[src/logic/sdram_mode_consts.svh]
// constants for the mode-register configuration block
`ifndef SDRAM_MODE_CONSTS_SVH
`define SDRAM_MODE_CONSTS_SVH

// ------------------------------------------------------------
// register byte offsets
// ------------------------------------------------------------
`define OFS_MODE_STATUS    8'h00
`define OFS_LATENCY_CFG    8'h04
`define OFS_LATENCY_STATUS 8'h08

// ------------------------------------------------------------
// reset values
// ------------------------------------------------------------
`define RST_READ_CAS_DELAY 5'h06
`define RST_FIELD          1'h0

// ------------------------------------------------------------
// bank address codes of the mode registers
// ------------------------------------------------------------
`define BA_MODE_ONE   3'h1
`define BA_MODE_TWO   3'h2
`define BA_MODE_THREE 3'h3

// ------------------------------------------------------------
// address-bit field positions
// ------------------------------------------------------------
`define POS_DLL_OFF      0
`define POS_AL_LO        3
`define POS_AL_HI        4
`define POS_WLEVEL       7
`define POS_CWL_LO       3
`define POS_CWL_HI       5
`define POS_ASR          6
`define POS_SRT          7
`define POS_RTT_WR_LO    9
`define POS_RTT_WR_HI    10
`define POS_CALIB_EN     2
`define POS_CALIB_LOC_HI 1

// ------------------------------------------------------------
// timing counts in link clock cycles, and additive-delay field codes
// ------------------------------------------------------------
`define CWL_BASE         5'h05
`define DLL_OFF_ADVANCE  5'h01
`define DLL_OFF_CL       5'h06
`define DLL_OFF_CWL      5'h06
`define AL_OFF           2'h0
`define AL_CL_MINUS_ONE  2'h1
`define AL_CL_MINUS_TWO  2'h2

// ------------------------------------------------------------
// bus responses
// ------------------------------------------------------------
`define RESP_OKAY   2'h0
`define RESP_SLVERR 2'h2

`endif

[src/logic/sdram_mode_pkg.sv]
// types shared by the mode-register configuration block
package sdram_mode_pkg;
  typedef enum logic [2:0] {
    CMD_DESELECT,
    CMD_NOP,
    CMD_MODE_SET,
    CMD_READ,
    CMD_WRITE,
    CMD_OTHER
  } cmd_type;
  typedef logic [4:0]  lat_type;
  typedef logic [31:0] pipe_type;
endpackage

[src/logic/sdram_mode_cfg.sv]
// mode-register fields, calibration readout and latency timing of the memory device
`timescale 1ns/1ps
`include "sdram_mode_consts.svh"

// Contract
// - write CAS delay comes from mode register two bits A3 to A5
// - total write delay is additive delay plus write CAS delay, whole cycles
// - A6 set: thermal sensor picks self-refresh rate and A7 ignored
// - A6 clear: A7 picks normal or normal-plus-extended rate
// - mode register two A9 and A10 set write-time dynamic termination
// - during write leveling only nominal termination, no dynamic value
// - mode set with bank bits 011 writes mode register three
// - readout location ignored when calibration readout is off
// - with readout on, every read returns the calibration pattern
// - reset still works while calibration readout is on
// - chip select low, others high is a no-operation
// - chip select high deselects, no new command runs
// - mode register one A0 set disables DLL until cleared
// - DLL-off mode needs only read and write CAS delay of six
// - DLL-off reads start one cycle earlier than additive plus read delay
// - A4:A3 give additive delay 0, read delay minus one or two
// - mode set with bank bits 010 writes mode register two
module sdram_mode_cfg
  import sdram_mode_pkg::*;
(
  input  wire logic        CLK_SYS,
  input  wire logic        RST_N,
  input  wire logic        CK,
  input  wire logic        CS_N,
  input  wire logic        RAS_N,
  input  wire logic        CAS_N,
  input  wire logic        WE_N,
  input  wire logic [2:0]  BA,
  input  wire logic [14:0] ADDR,
  input  wire logic        THERMAL_HOT,
  output logic             READ_DATA_START,
  output logic             READ_FROM_CALIB,
  output logic             WRITE_DATA_START,
  output logic [1:0]       CALIB_LOCATION,
  output logic [1:0]       RTT_WR_ACTIVE,
  output logic             SR_RATE_EXTENDED,
  output logic             DLL_ENABLED,
  input  wire logic [7:0]  S_AXI_AWADDR,
  input  wire logic        S_AXI_AWVALID,
  output logic             S_AXI_AWREADY,
  input  wire logic [31:0] S_AXI_WDATA,
  input  wire logic [3:0]  S_AXI_WSTRB,
  input  wire logic        S_AXI_WVALID,
  output logic             S_AXI_WREADY,
  output logic [1:0]       S_AXI_BRESP,
  output logic             S_AXI_BVALID,
  input  wire logic        S_AXI_BREADY,
  input  wire logic [7:0]  S_AXI_ARADDR,
  input  wire logic        S_AXI_ARVALID,
  output logic             S_AXI_ARREADY,
  output logic [31:0]      S_AXI_RDATA,
  output logic [1:0]       S_AXI_RRESP,
  output logic             S_AXI_RVALID,
  input  wire logic        S_AXI_RREADY
);

  // ------------------------------------------------------------
  // pin synchronisers
  // ------------------------------------------------------------
  logic [23:0] pins_s1_q;
  logic [23:0] pins_s2_q;
  logic        ck_prev_q;
  wire  [23:0] pins_raw = {THERMAL_HOT, ADDR, BA, WE_N, CAS_N, RAS_N, CS_N, CK};

  // two stages for every pin; the first stage feeds only the second
  always_ff @(posedge CLK_SYS or negedge RST_N) begin
    if (!RST_N) begin
      pins_s1_q <= '0;
      pins_s2_q <= '0;
      ck_prev_q <= 1'b0;
    end else begin
      pins_s1_q <= pins_raw;
      pins_s2_q <= pins_s1_q;
      ck_prev_q <= pins_s2_q[0];
    end
  end

  wire        ck_rise  = pins_s2_q[0] & ~ck_prev_q;
  wire        cs_n_s   = pins_s2_q[1];
  wire        ras_n_s  = pins_s2_q[2];
  wire        cas_n_s  = pins_s2_q[3];
  wire        we_n_s   = pins_s2_q[4];
  wire [2:0]  ba_s     = pins_s2_q[7:5];
  wire [14:0] addr_s   = pins_s2_q[22:8];
  wire        hot_s    = pins_s2_q[23];

  // ------------------------------------------------------------
  // command decode
  // ------------------------------------------------------------
  cmd_type cmd;
  // deselect and no-operation fall through to nothing; work in flight keeps going
  always_comb begin
    if (cs_n_s)                                cmd = CMD_DESELECT;
    else if (ras_n_s & cas_n_s & we_n_s)       cmd = CMD_NOP;
    else if (!ras_n_s && !cas_n_s && !we_n_s)  cmd = CMD_MODE_SET;
    else if (ras_n_s && !cas_n_s && we_n_s)    cmd = CMD_READ;
    else if (ras_n_s && !cas_n_s && !we_n_s)   cmd = CMD_WRITE;
    else                                       cmd = CMD_OTHER;
  end

  wire take_cmd  = ck_rise;
  wire set_one   = take_cmd && (cmd == CMD_MODE_SET) && (ba_s == `BA_MODE_ONE);
  wire set_two   = take_cmd && (cmd == CMD_MODE_SET) && (ba_s == `BA_MODE_TWO);
  wire set_three = take_cmd && (cmd == CMD_MODE_SET) && (ba_s == `BA_MODE_THREE);
  wire do_read   = take_cmd && (cmd == CMD_READ);
  wire do_write  = take_cmd && (cmd == CMD_WRITE);

  // ------------------------------------------------------------
  // mode register fields
  // ------------------------------------------------------------
  logic       dll_off_q;
  logic [1:0] al_code_q;
  logic       wlevel_q;
  logic [2:0] cwl_code_q;
  logic       asr_q;
  logic       srt_q;
  logic [1:0] rtt_wr_q;
  logic       calib_en_q;
  logic [1:0] calib_loc_q;

  // reserved bits are not stored; the controller keeps them at zero
  always_ff @(posedge CLK_SYS or negedge RST_N) begin
    if (!RST_N) begin
      dll_off_q   <= `RST_FIELD;
      al_code_q   <= '0;
      wlevel_q    <= `RST_FIELD;
      cwl_code_q  <= '0;
      asr_q       <= `RST_FIELD;
      srt_q       <= `RST_FIELD;
      rtt_wr_q    <= '0;
      calib_en_q  <= `RST_FIELD;
      calib_loc_q <= '0;
    end else begin
      if (set_one) begin
        dll_off_q <= addr_s[`POS_DLL_OFF];
        al_code_q <= addr_s[`POS_AL_HI:`POS_AL_LO];
        wlevel_q  <= addr_s[`POS_WLEVEL];
      end
      if (set_two) begin
        cwl_code_q <= addr_s[`POS_CWL_HI:`POS_CWL_LO];
        asr_q      <= addr_s[`POS_ASR];
        srt_q      <= addr_s[`POS_SRT];
        rtt_wr_q   <= addr_s[`POS_RTT_WR_HI:`POS_RTT_WR_LO];
      end
      if (set_three) begin
        calib_en_q  <= addr_s[`POS_CALIB_EN];
        calib_loc_q <= addr_s[`POS_CALIB_LOC_HI:0];
      end
    end
  end

  // ------------------------------------------------------------
  // latency arithmetic
  // ------------------------------------------------------------
  lat_type read_cas_q;
  lat_type write_cas_delay;
  lat_type additive_delay;
  lat_type total_write_delay;
  lat_type read_delay;

  // codes outside the speed grade's set are not checked here
  assign write_cas_delay = `CWL_BASE + lat_type'(cwl_code_q);
  assign additive_delay  = (al_code_q == `AL_CL_MINUS_ONE) ? read_cas_q - 5'h01 :
                           (al_code_q == `AL_CL_MINUS_TWO) ? read_cas_q - 5'h02 : 5'h00;
  assign total_write_delay = additive_delay + write_cas_delay;
  // without the DLL the strobe is tied to the edge one cycle earlier
  assign read_delay = additive_delay + read_cas_q - (dll_off_q ? `DLL_OFF_ADVANCE : 5'h00);
  wire dll_off_unsupported = dll_off_q &&
                             ((read_cas_q != `DLL_OFF_CL) || (write_cas_delay != `DLL_OFF_CWL));

  // ------------------------------------------------------------
  // read and write start pipes, one bit per pending link cycle
  // ------------------------------------------------------------
  pipe_type rd_pipe_q;
  pipe_type rd_calib_q;
  pipe_type wr_pipe_q;
  wire pipe_type rd_pipe_d  = {1'b0, rd_pipe_q[31:1]} | (do_read ? pipe_type'(1) << read_delay : '0);
  wire pipe_type rd_calib_d = {1'b0, rd_calib_q[31:1]} |
                              ((do_read && calib_en_q) ? pipe_type'(1) << read_delay : '0);
  wire pipe_type wr_pipe_d  = {1'b0, wr_pipe_q[31:1]} |
                              (do_write ? pipe_type'(1) << total_write_delay : '0);

  // overlapping commands each keep their own bit, so bursts may queue
  always_ff @(posedge CLK_SYS or negedge RST_N) begin
    if (!RST_N) begin
      rd_pipe_q  <= '0;
      rd_calib_q <= '0;
      wr_pipe_q  <= '0;
    end else if (ck_rise) begin
      rd_pipe_q  <= rd_pipe_d;
      rd_calib_q <= rd_calib_d;
      wr_pipe_q  <= wr_pipe_d;
    end
  end

  // ------------------------------------------------------------
  // device-side outputs
  // ------------------------------------------------------------
  // dynamic termination is masked while write leveling is on
  wire [1:0] rtt_wr_d = wlevel_q ? 2'h0 : rtt_wr_q;
  // the sensor overrides the manual range bit when auto refresh is on
  wire       sr_ext_d = asr_q ? hot_s : srt_q;

  always_ff @(posedge CLK_SYS or negedge RST_N) begin
    if (!RST_N) begin
      READ_DATA_START  <= 1'b0;
      READ_FROM_CALIB  <= 1'b0;
      WRITE_DATA_START <= 1'b0;
      CALIB_LOCATION   <= 2'h0;
      RTT_WR_ACTIVE    <= 2'h0;
      SR_RATE_EXTENDED <= 1'b0;
      DLL_ENABLED      <= 1'b1;
    end else begin
      READ_DATA_START  <= ck_rise & rd_pipe_q[1];
      READ_FROM_CALIB  <= ck_rise & rd_calib_q[1];
      WRITE_DATA_START <= ck_rise & wr_pipe_q[1];
      CALIB_LOCATION   <= calib_en_q ? calib_loc_q : 2'h0;
      RTT_WR_ACTIVE    <= rtt_wr_d;
      SR_RATE_EXTENDED <= sr_ext_d;
      DLL_ENABLED      <= ~dll_off_q;
    end
  end

  // ------------------------------------------------------------
  // AXI4-Lite register slave
  // ------------------------------------------------------------
  logic        aw_held_q;
  logic        w_held_q;
  logic [7:0]  aw_addr_q;
  logic [31:0] w_data_q;
  logic [3:0]  w_strb_q;

  wire aw_take   = S_AXI_AWVALID & S_AXI_AWREADY;
  wire w_take    = S_AXI_WVALID & S_AXI_WREADY;
  wire wr_fire   = aw_held_q & w_held_q & ~S_AXI_BVALID;
  wire wr_cfg    = wr_fire && (aw_addr_q == `OFS_LATENCY_CFG);
  wire wr_map_ok = (aw_addr_q == `OFS_LATENCY_CFG) || (aw_addr_q == `OFS_MODE_STATUS) ||
                   (aw_addr_q == `OFS_LATENCY_STATUS);

  // address and data are held apart, so either may arrive first
  always_ff @(posedge CLK_SYS or negedge RST_N) begin
    if (!RST_N) begin
      aw_held_q <= 1'b0;
      w_held_q  <= 1'b0;
      aw_addr_q <= 8'h00;
      w_data_q  <= 32'h0000_0000;
      w_strb_q  <= 4'h0;
    end else begin
      if (aw_take) begin
        aw_held_q <= 1'b1;
        aw_addr_q <= S_AXI_AWADDR;
      end else if (wr_fire) begin
        aw_held_q <= 1'b0;
      end
      if (w_take) begin
        w_held_q <= 1'b1;
        w_data_q <= S_AXI_WDATA;
        w_strb_q <= S_AXI_WSTRB;
      end else if (wr_fire) begin
        w_held_q <= 1'b0;
      end
    end
  end

  // write response and the one writable register
  always_ff @(posedge CLK_SYS or negedge RST_N) begin
    if (!RST_N) begin
      S_AXI_BVALID <= 1'b0;
      S_AXI_BRESP  <= `RESP_OKAY;
      read_cas_q   <= `RST_READ_CAS_DELAY;
    end else begin
      if (wr_fire) begin
        S_AXI_BVALID <= 1'b1;
        S_AXI_BRESP  <= wr_map_ok ? `RESP_OKAY : `RESP_SLVERR;
      end else if (S_AXI_BREADY) begin
        S_AXI_BVALID <= 1'b0;
      end
      if (wr_cfg && w_strb_q[0]) begin
        read_cas_q <= w_data_q[4:0];
      end
    end
  end

  // readiness is registered so the ports come straight from flops
  always_ff @(posedge CLK_SYS or negedge RST_N) begin
    if (!RST_N) begin
      S_AXI_AWREADY <= 1'b0;
      S_AXI_WREADY  <= 1'b0;
    end else begin
      S_AXI_AWREADY <= ~aw_held_q & ~aw_take;
      S_AXI_WREADY  <= ~w_held_q & ~w_take;
    end
  end

  // read data mux; unmapped words read zero with an error response
  wire [31:0] status_word = {17'h00000, dll_off_unsupported, calib_loc_q, calib_en_q, rtt_wr_q,
                             srt_q, asr_q, cwl_code_q, wlevel_q, al_code_q, dll_off_q};
  wire [31:0] cfg_word    = {27'h0000000, read_cas_q};
  wire [31:0] lat_word    = {11'h000, read_delay, 3'h0, total_write_delay, 3'h0,
                             additive_delay};
  wire        rd_ok       = (S_AXI_ARADDR == `OFS_MODE_STATUS) || (S_AXI_ARADDR == `OFS_LATENCY_CFG) ||
                            (S_AXI_ARADDR == `OFS_LATENCY_STATUS);
  wire [31:0] rd_word     = (S_AXI_ARADDR == `OFS_MODE_STATUS)    ? status_word :
                            (S_AXI_ARADDR == `OFS_LATENCY_CFG)    ? cfg_word :
                            (S_AXI_ARADDR == `OFS_LATENCY_STATUS) ? lat_word : 32'h0000_0000;
  wire        ar_take     = S_AXI_ARVALID & S_AXI_ARREADY;

  always_ff @(posedge CLK_SYS or negedge RST_N) begin
    if (!RST_N) begin
      S_AXI_ARREADY <= 1'b0;
      S_AXI_RVALID  <= 1'b0;
      S_AXI_RDATA   <= 32'h0000_0000;
      S_AXI_RRESP   <= `RESP_OKAY;
    end else begin
      S_AXI_ARREADY <= ~S_AXI_RVALID & ~ar_take & ~S_AXI_ARREADY;
      if (ar_take) begin
        S_AXI_RVALID <= 1'b1;
        S_AXI_RDATA  <= rd_word;
        S_AXI_RRESP  <= rd_ok ? `RESP_OKAY : `RESP_SLVERR;
      end else if (S_AXI_RREADY) begin
        S_AXI_RVALID <= 1'b0;
      end
    end
  end

endmodule

[config.mk]
export PLATFORM = sky130hd
export DESIGN_NAME = sdram_mode_cfg
export DESIGN_NICKNAME = d
export VERILOG_FILES = /design/src/logic/sdram_mode_pkg.sv /design/src/logic/sdram_mode_cfg.sv
export VERILOG_INCLUDE_DIRS = /design/src /design/src/logic
export SDC_FILE = /design/constraint.sdc
export NUM_CORES = 1
export LEC_CHECK = 0
export BUFFER_PORTS_ARGS = -buffer_cell sky130_fd_sc_hd__buf_2
export CORE_ASPECT_RATIO = 0.6
export CORE_UTILIZATION = 50
export DETAILED_ROUTE_END_ITERATION = 8
export PLACE_DENSITY = 0.72
export SETUP_SLACK_MARGIN = 0.2
export SLEW_MARGIN = 20
export SYNTH_ARGS = -nofsm -noshare
export SYNTH_HDL_FRONTEND = slang
export SYNTH_SLANG_ARGS = --single-unit
[constraint.sdc]
create_clock -name CLK_SYS -period 7.83 [get_ports CLK_SYS]
set_clock_uncertainty 0.2 [all_clocks]
set_input_delay 0.3915 -clock CLK_SYS [delete_from_list [all_inputs] [get_ports CLK_SYS]]
set_output_delay 0.3915 -clock CLK_SYS [all_outputs]
set_load 0.05 [all_outputs]
After elaboration in Yosys (flattened, before gate mapping) --
Cells that the tools add are included.
Operators by class: mux-type cells 26, bitwise operators 28, eq/ne operators 14, add/sub/neg operators 6, shifts and indexed selects 2, reductions and logical operators 29
Operators with widths (number):
- $mux W32 | 3
- $or A31 B32 Y32 | 3
- $shl A1 B5 Y32 const A | 2
- $mux W21 | 3
- $eq A8 B3 Y1 const B | 2
- $eq A8 B4 Y1 const B | 2
- $logic_not A8 Y1 | 2
- $and A1 B1 Y1 | 15
- $logic_and A1 B1 Y1 | 15
- $eq A3 B2 Y1 const B | 4
- $mux W3 | 4
- $mux W1 | 10
- $mux W5 | 2
- $not A1 Y1 | 10
- $mux W2 | 4
- $reduce_bool A2 Y1 | 4
- $add A5 B4 Y5 | 1
- $add A5 B5 Y5 | 1
- $logic_or A1 B1 Y1 | 5
- $ne A5 B3 Y1 const B | 1
- $sub A5 B1 Y5 | 1
- $sub A5 B1 Y5 const B | 1
- $sub A5 B2 Y5 const B | 1
- $add A3 B3 Y4 const A | 1
- 6 further kinds | 8
Word-level totals: output and inout port bits 50, word-level logic and storage cells 141, register bits 230, input bits 83

Depth between registers and ports, before layout --
Gate-level depths: netlist of run 1.
depth after elaboration 13, mapped depth 15

Worst setup path before layout of run 1 --
OpenSTA, ideal clock, no wires.
kind reg-to-reg, start point register read_cas_q[2], end point register rd_calib_q[29], setup slack 4.472 ns, library setup time 0.136 ns, clock period less this slack 3.358 ns, data arrival time 3.022 ns, required time 7.494 ns, cell stages (with the launch flop) 15, cell sequence dfstp_2 > buf_2 > inv_1 > ha_1 > o22a_1 > ha_1 > inv_1 > ha_1 > clkbuf_1 > nand2b_1 > a21oi_1 > xnor2_1 > xnor2_1 > clkbuf_1 > o21ai_0
Between the ends: longest elaborated chain between the ends 8, elaborated cells between the ends (all ways) 9, those cells by class add/sub: 4; shift: 1; mux: 3; bitwise: 1
RTL lines:
- start, declared | RTL line sdram_mode_cfg.sv:160 | lat_type read_cas_q;
- start signal, assigned | RTL line sdram_mode_cfg.sv:275 | read_cas_q <= `RST_READ_CAS_DELAY;
- start signal, assigned | RTL line sdram_mode_cfg.sv:284 | read_cas_q <= w_data_q[4:0];
- $sub A5 B2 Y5 | RTL line sdram_mode_cfg.sv:169 | (al_code_q == `AL_CL_MINUS_TWO) ? read_cas_q - 5'h02 : 5'h00;
- $mux W5 | RTL line sdram_mode_cfg.sv:169
- $mux W5 | RTL line sdram_mode_cfg.sv:168 | assign additive_delay = (al_code_q == `AL_CL_MINUS_ONE) ? read_cas_q - 5'h01 :
- $add A5 B5 Y5 * | RTL line sdram_mode_cfg.sv:172 | assign read_delay = additive_delay + read_cas_q - (dll_off_q ? `DLL_OFF_ADVANCE : 5'h00);
- $sub A5 B1 Y5 * | RTL line sdram_mode_cfg.sv:172
- $shl A1 B5 Y32 * | RTL line sdram_mode_cfg.sv:184 | ((do_read && calib_en_q) ? pipe_type'(1) << read_delay : '0);
- $mux W32 * | RTL line sdram_mode_cfg.sv:184
- $or A31 B32 Y32 * | RTL line sdram_mode_cfg.sv:183 | wire pipe_type rd_calib_d = {1'b0, rd_calib_q[31:1]} |
- end signal, assigned | RTL line sdram_mode_cfg.sv:196 | rd_calib_q <= rd_calib_d;
- end, declared | RTL line sdram_mode_cfg.sv:180 | pipe_type rd_calib_q;
Every way passes the cells marked *; elsewhere a longest branch is shown, timed or not. A chain may end at the register's enable or synchronous reset.

Worst setup path after layout of run 1 --
start point register read_cas_q[1], end point register rd_pipe_q[7]
Between the ends: longest elaborated chain between the ends 8, elaborated cells between the ends (all ways) 9, those cells by class add/sub: 4; shift: 1; mux: 3; bitwise: 1
RTL lines:
- $sub A5 B2 Y5 | RTL line sdram_mode_cfg.sv:169
- $mux W5 | RTL line sdram_mode_cfg.sv:169
- $mux W5 | RTL line sdram_mode_cfg.sv:168
- $add A5 B5 Y5 * | RTL line sdram_mode_cfg.sv:172
- $sub A5 B1 Y5 * | RTL line sdram_mode_cfg.sv:172
- $shl A1 B5 Y32 * | RTL line sdram_mode_cfg.sv:182 | wire pipe_type rd_pipe_d = {1'b0, rd_pipe_q[31:1]} | (do_read ? pipe_type'(1) << read_delay : '0);
- $mux W32 * | RTL line sdram_mode_cfg.sv:182
- $or A31 B32 Y32 * | RTL line sdram_mode_cfg.sv:182
- end signal, assigned | RTL line sdram_mode_cfg.sv:195 | rd_pipe_q <= rd_pipe_d;
- end, declared | RTL line sdram_mode_cfg.sv:179 | pipe_type rd_pipe_q;
Marks and branches as above.

==> metrics.md, run 1 <==
| Metric | Value |
|---|---|
| Leakage power | 5.05 nW |
| Synthesized cell area | 8720 um2 |
| Detailed-route wire length | 18700 um |
| Peak VDD IR | 233 uV |
| Slew of the pin with the lowest slew margin | 0.987 ns |
| Post-route insts no fill | 1080 |
| Number of gates resized after cts | 0 |
| Reg2reg start | read_cas_q[1] |
| Synth cell types | 51 |
| Die area | 18000 um2 |
| CTS Sinks | 203 |
| Synth area leaders | dfrtp_1, mux2i_1, mux2_2 |
| Worst Hold Depth | 5 |
| Largest net degree at the start of global routing | 124 |
| Worst hold path type | primary input to register |
| Worst path slowest cell | dfstp_2 |
| CTS buffer count | 19 |
| Die Width | 172 um |
| Max FO, Critical Path | 31 |
| Total congestion overflow | 0 |
| Ant diodes | 0 |
| First-pass GRT wire length | 30600 um |
| Slew HR | 34.2% |
| Worst Path Arrival | 4.00 ns |
| Cell Pwr Density | 295 nW/um2 |
| Via/cell ratio | 5.53 |
| Rows | 36 |
| Routed vias | 5971 |
| Synth top area share | 57.4% |
| Final instance area | 10300 um2 |
| Largest stage delay, worst path | 0.60 ns |
| Post-place setup slack | 4.00 ns |
| Max Fclk | 0.259 GHz |
| Tmin final | 3.87 ns |
| Ports | 133 |
| Area of the core | 16600 um2 |
| Synth area leader | dfrtp_1 |
| Placed Area | 9290 um2 |
| DRC errors left | 0 |
| CP Launch Point | read_cas_q[1] |
| CP delay by family, top | adder cells |
| Die height | 104 um |
| Kind of critical path | register to register |
| CP Launch Type | register |
| Port buffer count | 83 |
| Initial antenna violation count | 0 |
| CTS tree | built |
| Flop-to-flop setup slack | 3.96 ns |
| TritonRoute pass-1 iters | 5 |
| Syn Area/Cell | 12.0 um2 |
| Worst-skew pair later-pin latency | 0.49 ns |
| Share of layout cells above drive strength 1 | 19.2% |
| Clock Path Buffers | 3 |
| Post-synth EDFFs | 0 |
| Initial Util | 52.5% |
| Synth warn | 0 |
| Setup ws final | 3.96 ns |
| Total Neg Setup Slack | 0 ns |
| Fin crit share | 49.4% |
| Antenna-violating nets left | 0 |
| GRT Overall Usage | 21.5% |
| Placed Cells | 1009 |
| WHS Endpoint | S_AXI_RRESP[1] |
| Worst endpoint required time | 7.97 ns |
| Crit-path cells | inv_1 > ha_1 > o22ai_1 > inv_1 > ha_1 > fa_1 > nand2b_1 > a21oi_1 > xnor2_1 > xor2_1 > buf_4 > o21ai_0 |
| Status | finished, final reports clean |
| Clk Tree Root Cell | clkbuf_16 |
| Final hold violation count | 0 |
| Main synth FF type | dfrtp_1 |
| Crit. End Element | register |
| Max-cap violation count | 0 |
| #FFs+latches synth | 203 |
| Routed length per instance | 17.3 um |
| H-tree depth | 1 |
| Register area share after synthesis | 58.3% |
| Placer Congestion | 0.803 |
| Area Growth Syn to Fin | 18.3% |
| Final net count | 942 |
| RSZ-0062 raised after global routing | false |
| Reg2reg path depth | 12 |
| CP Buf/Inv Count | 3 |
| Gate Count Post-Synth | 727 |
| Min-delay src | S_AXI_ARADDR[6] |
| Drt first-iter violations | 504 |
| Synth async-reset ratio | 100% |
| Clk slew on worst S/H paths | 0.07 ns |
| Final Setup Violations | 0 |
| HPWL Detailed | 11900 um |
| Vias in the first global route | 6130 |
| Worst R2R End | rd_pipe_q[7] |
| Slew Viols, Final | 0 |
## cell families (layout without fill, tap and decap cells)
| logic type | count (synthesis) | after routing | synth area share, % |
|---|---|---|---|
| flops | 203 | 203 | 58.3 |
| compound gates | 152 | 152 | 11.1 |
| simple gates | 148 | 148 | 8.35 |
| mux | 116 | 116 | 13.8 |
| buf+inv | 72 | 184 | 3.82 |
| fa+ha+maj | 19 | 19 | 2.90 |
| xor+xnor | 16 | 16 | 1.69 |
| other cells | 1 | 14 | 0.0430 |
## worst max path at each step
stage	endpoint	depth (start not counted)
4_1_cts	rd_pipe_q[29]	12
2_1_floorplan	rd_calib_q[29]	14
3_3_place_gp	rd_calib_q[11]	12
3_5_place_dp	rd_pipe_q[11]	11
5_1_grt	rd_pipe_q[11]	11
6_report	rd_pipe_q[7]	12
## cells in the mapped netlist (6+ instances only)
cell type	instances
nor2b_1	6
buf_4	15
o21ai_0	59
xnor2_1	12
ha_1	17
o31ai_1	31
nor2_1	34
dfrtp_1	200
nor3_1	8
nand3_1	10
o22ai_1	12
inv_1	25
mux2i_1	81
mux2_2	35
nand2_1	56
a21oi_1	17
clkbuf_1	22
and2_1	7
## layer usage
layer	track usage (%)	wire length [um]
met1	31.3	8810
met2	33.4	8480
met3	4.15	1110
met4	4.11	283
met5	0	0
## cell usage in the layout, fill, tap and decap left out, types with 25 or more instances in the layout
cell,synthesis,layout
o31ai_1,31,31
buf_2,5,82
mux2_2,35,35
mux2i_1,81,81
dlygate4sd3_1,0,38
nor2_1,34,34
inv_1,25,25
nand2_1,56,56
o21ai_0,59,59
dfrtp_1,200,200
## registers in the layout, indices dropped and copies added, names as in the netlist, 2 cells and up
signal,count
CALIB_LOCATION,2
RTT_WR_ACTIVE,2
S_AXI_RDATA,20
al_code_q,2
aw_addr_q,8
calib_loc_q,2
cwl_code_q,3
pins_s1_q,19
pins_s2_q,19
rd_calib_q,31
rd_pipe_q,31
read_cas_q,5
rtt_wr_q,2
w_data_q,5
wr_pipe_q,31
## metrics by stage
stage / utilization [%] / hold slack (ns) / total power, mW
after floorplan: - / -0.104 / 1.87
after global placement: 55.9 / 0.132 / 2.05
after detailed placement: 55.9 / 0.135 / 2.09
after CTS: 62.0 / 0.0593 / 3.06
after global routing: 62.0 / 0.0940 / 3.19
final: 62.0 / 0.0594 / 3.05
## timing repair
item	CTS	global route
hold endpoints to repair	159	0
setup buffers	0	0
hold buffers	38	0
## worst min-delay path: cells and delay by family
kind | cells | cell delay [ns]
and+or+nand+nor | 2 | 0.09
AOI/OAI and AO/OA | 2 | 0.16
buffers and inverters | 1 | 0.07
## power by group
part	switching, mW	internal, mW
registers	0.123	1.24
clock network	0.381	0.561
logic	0.490	0.250
## area by class of cell
cell class,count,area [um2]
clock buffers,29,563
clock inverters,4,70.1
fillers,1283,6310
inverters,25,93.8
multi-input cells,465,3370
flip-flops and latches,203,5080
well taps,228,285
repair buffers,126,842
Power figures use the tool's default switching activity.
==> inputs of run 2 (changes only) <==
==> constraint.sdc (replaced) <==
create_clock -name CLK_SYS -period 3.6 [get_ports CLK_SYS]
set_clock_uncertainty 0.2 [all_clocks]
set_input_delay 0.18 -clock CLK_SYS [delete_from_list [all_inputs] [get_ports CLK_SYS]]
set_output_delay 0.18 -clock CLK_SYS [all_outputs]
set_load 0.05 [all_outputs]
==> metrics.md, run 2 (synthesis results as in run 1) <==
| Metric | Value |
|---|---|
| Initial Util | 52.5% (unchanged) |
| Slew of the pin with the lowest slew margin | 0.988 ns (+0.000998 ns) |
| CP Launch Point | read_cas_q[1] |
| Via/cell ratio | 5.44 (-1.5%) |
| Most frequent cells in the layout | dfrtp_1, buf_2, mux2i_1 |
| Largest stage delay, worst path | 0.54 ns (-0.06 ns) |
| Die Width | 172 um (unchanged) |
| GRT Overall Usage | 21.6% (+0.14 points) |
| Net Sw Frac | 32.9% (+0.30 points) |
| Fin crit share | 91.9% (+43 points) |
| Total congestion overflow | 0 (unchanged) |
| Ports | 133 (unchanged) |
| Largest net degree at the start of global routing | 113 (-8.9%) |
| Cell Pwr Density | 675 nW/um2 (+130%) |
| RSZ-0062 raised after global routing | false |
| Reg2reg start | read_cas_q[1] |
| Crit-path cells | inv_2 > ha_2 > a21boi_1 > o221ai_1 > o21ai_2 > ha_1 > inv_2 > ha_4 > nor2_2 > a21oi_2 > xnor2_2 > buf_4 > xnor2_4 > buf_12 > clkbuf_16 > o22ai_2 |
| Initial antenna violation count | 0 (unchanged) |
| Biggest registers after layout | rd_calib_q (31), rd_pipe_q (31), wr_pipe_q (31) |
| CTS buffer count | 19 (unchanged) |
| Worst Hold Depth | 4 (-1) |
| Worst R2R End | rd_pipe_q[27] |
| CTS tree | built |
| H-tree depth | 1 (unchanged) |
| CP Launch Type | register |
| Commonest non-fill, non-tap cell in the layout | dfrtp_1 |
| Status | finished, final reports clean |
| Final net count | 975 (+3.5%) |
| WHS Endpoint | S_AXI_RDATA[1] |
| Final hold violation count | 0 (unchanged) |
| Placer Congestion | 0.822 (+2.4%) |
| Final Setup Violations | 0 (unchanged) |
| Worst-skew pair later-pin latency | 0.49 ns (about the same) |
| Slew Viols, Final | 0 (unchanged) |
| DRC errors left | 0 (unchanged) |
| Tmin final | 3.31 ns (-0.557 ns) |
| Flop-to-flop setup slack | 0.29 ns (-3.67 ns) |
| Area of the core | 16600 um2 (unchanged) |
| Max Fclk | 0.302 GHz (+17%) |
| CP delay by family, top | adder cells |
| Final core utilization | 65.0% (+3.0 points) |
| Routed vias | 6054 (+1.4%) |
| NetSw | 2.40 mW (+140%) |
| Reg2reg path depth | 16 (+4) |
| Kind of critical path | register to register |
| Antenna-violating nets left | 0 (unchanged) |
| Worst endpoint required time | 3.80 ns (-4.17 ns) |
| Total power | 7.29 mW (+140%) |
| Vias in the first global route | 6060 (-1.1%) |
| First-pass GRT wire length | 30900 um (+0.94%) |
| Post-route insts no fill | 1112 (+3.0%) |
| Total Neg Setup Slack | 0 ns (unchanged) |
| Min-delay src | S_AXI_ARADDR[2] |
| Peak VDD IR | 454 uV (+95%) |
| Multi-input combinational cell area | 3510 um2 (+4.2%) |
| Worst path slowest cell | dfstp_2 |
| Cell mode on critical path | inv_2 |
| Share of layout cells above drive strength 1 | 24.5% (+5.3 points) |
| Clk slew on worst S/H paths | 0.06 ns (about the same) |
| Pint | 4.89 mW (+140%) |
| Combinational share of power | 32.4% (+8.1 points) |
| Slew HR | 34.0% (-0.21 points) |
| Crit. End Element | register |
| Worst hold path type | primary input to register |
| Routed length per instance | 17.5 um (+1.2%) |
| Max-cap violation count | 0 (unchanged) |
| Filler cells | 1237 (-3.6%) |
| Rows | 36 (unchanged) |
| Area Growth Syn to Fin | 23.9% |
| Clk Tree Root Cell | clkbuf_16 |
| Clock power frac | 27.0% (-3.9 points) |
| Detailed-route wire length | 19500 um (+4.2%) |
| Ant diodes | 0 (unchanged) |
| HPWL Detailed | 12500 um (+5.1%) |
| Placed Cells | 1027 (+1.8%) |
| CP Buf/Inv Count | 5 (+2) |
| Worst Path Arrival | 3.50 ns (-0.50 ns) |
| Seq pwr share | 40.6% (-4.2 points) |
| Port buffer count | 83 (unchanged) |
| Leakage power | 5.26 nW (+4.2%) |
| Die area | 18000 um2 (unchanged) |
| CTS Sinks | 203 (unchanged) |
| Drt first-iter violations | 432 (-14%) |
| Max FO, Critical Path | 8 (-74%) |
| TritonRoute pass-1 iters | 6 (+1) |
| Clock Path Buffers | 3 (unchanged) |
| Die height | 104 um (unchanged) |
| Register area | 5080 um2 (unchanged) |
-- run 2: cell types whose count changed in the layout (fill, tap and decap cells not counted), sizes merged --
cell | before | now
buf | 87 | 113
bufinv | 2 | 1
clkbuf | 30 | 33
clkinv | 2 | 0
clkinvlp | 0 | 2
dlygate4sd3 | 38 | 42
-- run 2: metal layers --
| metal | share of wire (%) | wire length (um) | track usage [%] | vias up |
|---|---|---|---|---|
| met5 | 0 | 0 | 0 | - |
| met4 | 1.5 | 289 | 3.98 | 0 |
| met3 | 5.0 | 979 | 3.69 | 29 |
| met2 | 45 | 8810 | 32.8 | 170 |
| met1 | 48 | 9390 | 32.6 | 3016 |
| li1 | - | - | - | 2839 |
-- run 2: final cells by class --
cell class	count	area share (%)
clock buffer	29	5.21
inverter	25	0.869
timing repair buffer	159	11.3
sequential	203	47.1
tap	228	2.64
multi-input combinational	465	32.5
clock inverter	3	0.417
-- run 2: power groups by stage --
stage	combinational (mW)	clock, mW	sequential, mW
floorplan	1.01	0	3.06
global placement	1.63	0	2.97
detailed placement	1.70	0	2.99
CTS	1.77	2.00	2.96
global route	2.54	2.10	3.01
finish	2.37	1.97	2.96
-- run 2: timing repair --
action	in CTS	in global routing
hold buffers	42	0
pin swaps	0	9
setup endpoints to repair	59	62
hold endpoints to repair	147	0
gates cloned	0	4
setup buffers	0	7
resized for setup	5	39
-- run 2: per-stage QoR --
step | hold slack [ns] | cell area (um2) | worst slack, ns
detailed placement | 0.0893 | 9480 | 0.0873
CTS | 0.0174 | 10500 | 0.226
global placement | 0.0876 | 9480 | 0.174
global route | 0.0447 | 10800 | 0.126
finish | 0.0263 | 10800 | 0.290
floorplan | -0.316 | 8770 | 0.242
-- run 2: worst reg2reg max path, delay by kind of cell, from the launching register on --
family,cells,cell delay (ns)
buffers and inverters,5,0.64
AOI/OAI and AO/OA,5,0.69
and+or+nand+nor,1,0.10
DFF,1,0.54
adders and majority gates,3,0.74
xor gates and xnor gates,2,0.30
-- run 2: worst max path at each step --
stage                                 to  cells past startpoint  slack [ns]
after floorplan           rd_calib_q[29]                     14        0.24
after global placement    rd_calib_q[12]                     12        0.17
after detailed placement    rd_pipe_q[9]                     12        0.09
after CTS                   rd_pipe_q[9]                     14        0.23
after global routing      rd_calib_q[19]                     16        0.13
final                      rd_pipe_q[27]                     16        0.29
==> inputs of run 3 (changes only) <==
--- a/config.mk
+++ b/config.mk
@@ -11,6 +11,7 @@
 export CORE_UTILIZATION = 50
 export DETAILED_ROUTE_END_ITERATION = 8
 export PLACE_DENSITY = 0.72
+export RECOVER_POWER = 100
 export SETUP_SLACK_MARGIN = 0.2
 export SLEW_MARGIN = 20
 export SYNTH_ARGS = -nofsm -noshare
==> metrics.md, run 3 (synthesis results as in run 1) <==
| Metric | Value |
|---|---|
| Max Fclk | 0.295 GHz (-2.5%) |
| CTS buffer count | 19 (unchanged) |
| Slew Viols, Final | 0 (unchanged) |
| Reg2reg start | al_code_q[1] |
| First-pass GRT wire length | 30900 um (unchanged) |
| DRC errors left | 0 (unchanged) |
| Antenna-violating nets left | 0 (unchanged) |
| Fin crit share | 94.3% (+2.3 points) |
| CP Launch Point | al_code_q[1] |
| Detailed-route wire length | 19400 um (-0.17%) |
| Status | finished, final reports clean |
| CTS Sinks | 203 (unchanged) |
| Slew of the pin with the lowest slew margin | 1.35 ns (+0.360 ns) |
| Worst hold path type | primary input to register |
| Placed Cells | 1027 (unchanged) |
| Clk Tree Root Cell | clkbuf_16 |
| Kind of critical path | register to register |
| Clk slew on worst S/H paths | 0.06 ns (about the same) |
| Die height | 104 um (unchanged) |
| Final instance area | 10700 um2 (-0.82%) |
| Total congestion overflow | 0 (unchanged) |
| Ports | 133 (unchanged) |
| Drt first-iter violations | 429 (-0.69%) |
| Port buffer count | 83 (unchanged) |
| Vias in the first global route | 6060 (unchanged) |
| Area of the core | 16600 um2 (unchanged) |
| Slew HR | 9.44% (-25 points) |
| Ant diodes | 0 (unchanged) |
| Leakage power | 5.09 nW (-3.3%) |
| Placer Congestion | 0.822 (unchanged) |
| CP Launch Type | register |
| GRT Overall Usage | 21.6% (unchanged) |
| Commonest non-fill, non-tap cell in the layout | dfrtp_1 |
| Most frequent cells in the layout | dfrtp_1, mux2i_1, nand2_1 |
| Rows | 36 (unchanged) |
| Placed Area | 9480 um2 (unchanged) |
| HPWL Detailed | 12500 um (unchanged) |
| Share of layout cells above drive strength 1 | 19.6% (-5.0 points) |
| Min-delay src | S_AXI_ARADDR[2] |
| H-tree depth | 1 (unchanged) |
| Routed vias | 6085 (+0.51%) |
| Worst Path Arrival | 3.58 ns (+0.08 ns) |
| Largest net degree at the start of global routing | 113 (unchanged) |
| Total Neg Setup Slack | 0 ns (unchanged) |
| Peak VDD IR | 452 uV (-0.49%) |
| Post-route insts no fill | 1112 (unchanged) |
| Initial Util | 52.5% (unchanged) |
| Die area | 18000 um2 (unchanged) |
| Biggest registers after layout | rd_calib_q (31), rd_pipe_q (31), wr_pipe_q (31) |
| Max FO, Critical Path | 8 (unchanged) |
| Routed length per instance | 17.5 um (-0.17%) |
| TritonRoute pass-1 iters | 5 (-1) |
| Setup ws final | 0.207 ns (-0.0837 ns) |
| Final net count | 975 (unchanged) |
| Max-cap violation count | 0 (unchanged) |
| Area Growth Syn to Fin | 22.9% |
| Via/cell ratio | 5.47 (+0.51%) |
| Clock Path Buffers | 3 (unchanged) |
| Final Setup Violations | 0 (unchanged) |
| RSZ-0062 raised after global routing | false |
| Crit. End Element | register |
| Worst-skew pair later-pin latency | 0.48 ns (about the same) |
| Final hold violation count | 0 (unchanged) |
| Worst endpoint required time | 3.79 ns (about the same) |
| Initial antenna violation count | 0 (unchanged) |
| Cell Pwr Density | 679 nW/um2 (+0.57%) |
| Die Width | 172 um (unchanged) |
| Post-place setup slack | 0.0873 ns (unchanged) |
| Tmin final | 3.39 ns (+0.0837 ns) |
| CTS tree | built |
run 3: cell types whose count changed in the layout (fill, tap and decap cells not counted), sizes merged:
cell / before / now
buf: 113 / 71
clkbuf: 33 / 75
run 3: metal layers:
layer | global-route usage, % | part of all wire (%)
met1 | 32.6 | 47
met2 | 32.8 | 45
met3 | 3.69 | 5.8
met4 | 3.98 | 1.5
met5 | 0 | 0
run 3: repair_timing:
| item | 4_1_cts | 5_1_grt |
|---|---|---|
| gates resized for setup | 5 | 39 |
| gates cloned | 0 | 4 |
| pin swaps | 0 | 9 |
| hold buffers | 42 | 0 |
| endpoints found under the hold margin | 147 | 0 |
| buffers inserted | 0 | 7 |
| endpoints found under the setup margin | 59 | 62 |
run 3: per-stage QoR:
step                hold WS (ns)  power [mW]  utilization [%]
floorplan                 -0.316        4.07                -
finish                    0.0260        7.27             64.5
global placement          0.0876        4.60             57.0
detailed placement        0.0893        4.69             57.1
global route              0.0357        7.62             64.5
CTS                       0.0174        6.72             63.4
run 3: path summary, 6_finish.rpt:
kind | end | slack, ns | cells past startpoint
setup / recovery | rd_pipe_q[27] | 0.21 | 14
hold / removal | S_AXI_RDATA[1] | 0.03 | 4
setup reg to reg | rd_pipe_q[27] | 0.21 | 14
hold reg to reg | pins_s2_q[15] | 0.15 | 0
max in group asynchronous | pins_s1_q[2] | 1.25 | 3
min in group asynchronous | ck_prev_q | 0.17 | 2
run 3: cell type report:
cell class	instances	area, um2
clock buffer	29	563
clock inverter	3	45.0
fill	1268	5910
inverter	25	93.8
multi-input combinational	465	3500
sequential	203	5080
tap	228	285
timing repair buffer	159	1140
run 3: power by group:
part	total [mW]	internal [mW]	leakage, nW	switching [mW]
Combinational	2.35	1.02	2.25	1.32
Sequential	2.96	2.70	2.55	0.263
Clock	1.96	1.15	0.290	0.816
Total	7.27	4.87	5.09	2.40
run 3: critical path, stage by stage, from the launching register on:
cell       delay, ns
dfrtp_1         0.42
nand2b_1        0.17
mux2_1          0.40
xnor2_1         0.19
ha_1            0.21
inv_1           0.08
fa_2            0.39
nand2b_1        0.18
a21oi_2         0.19
xnor2_2         0.11
buf_4           0.16
xnor2_4         0.14
buf_12          0.15
clkbuf_16       0.16
o22ai_2         0.16
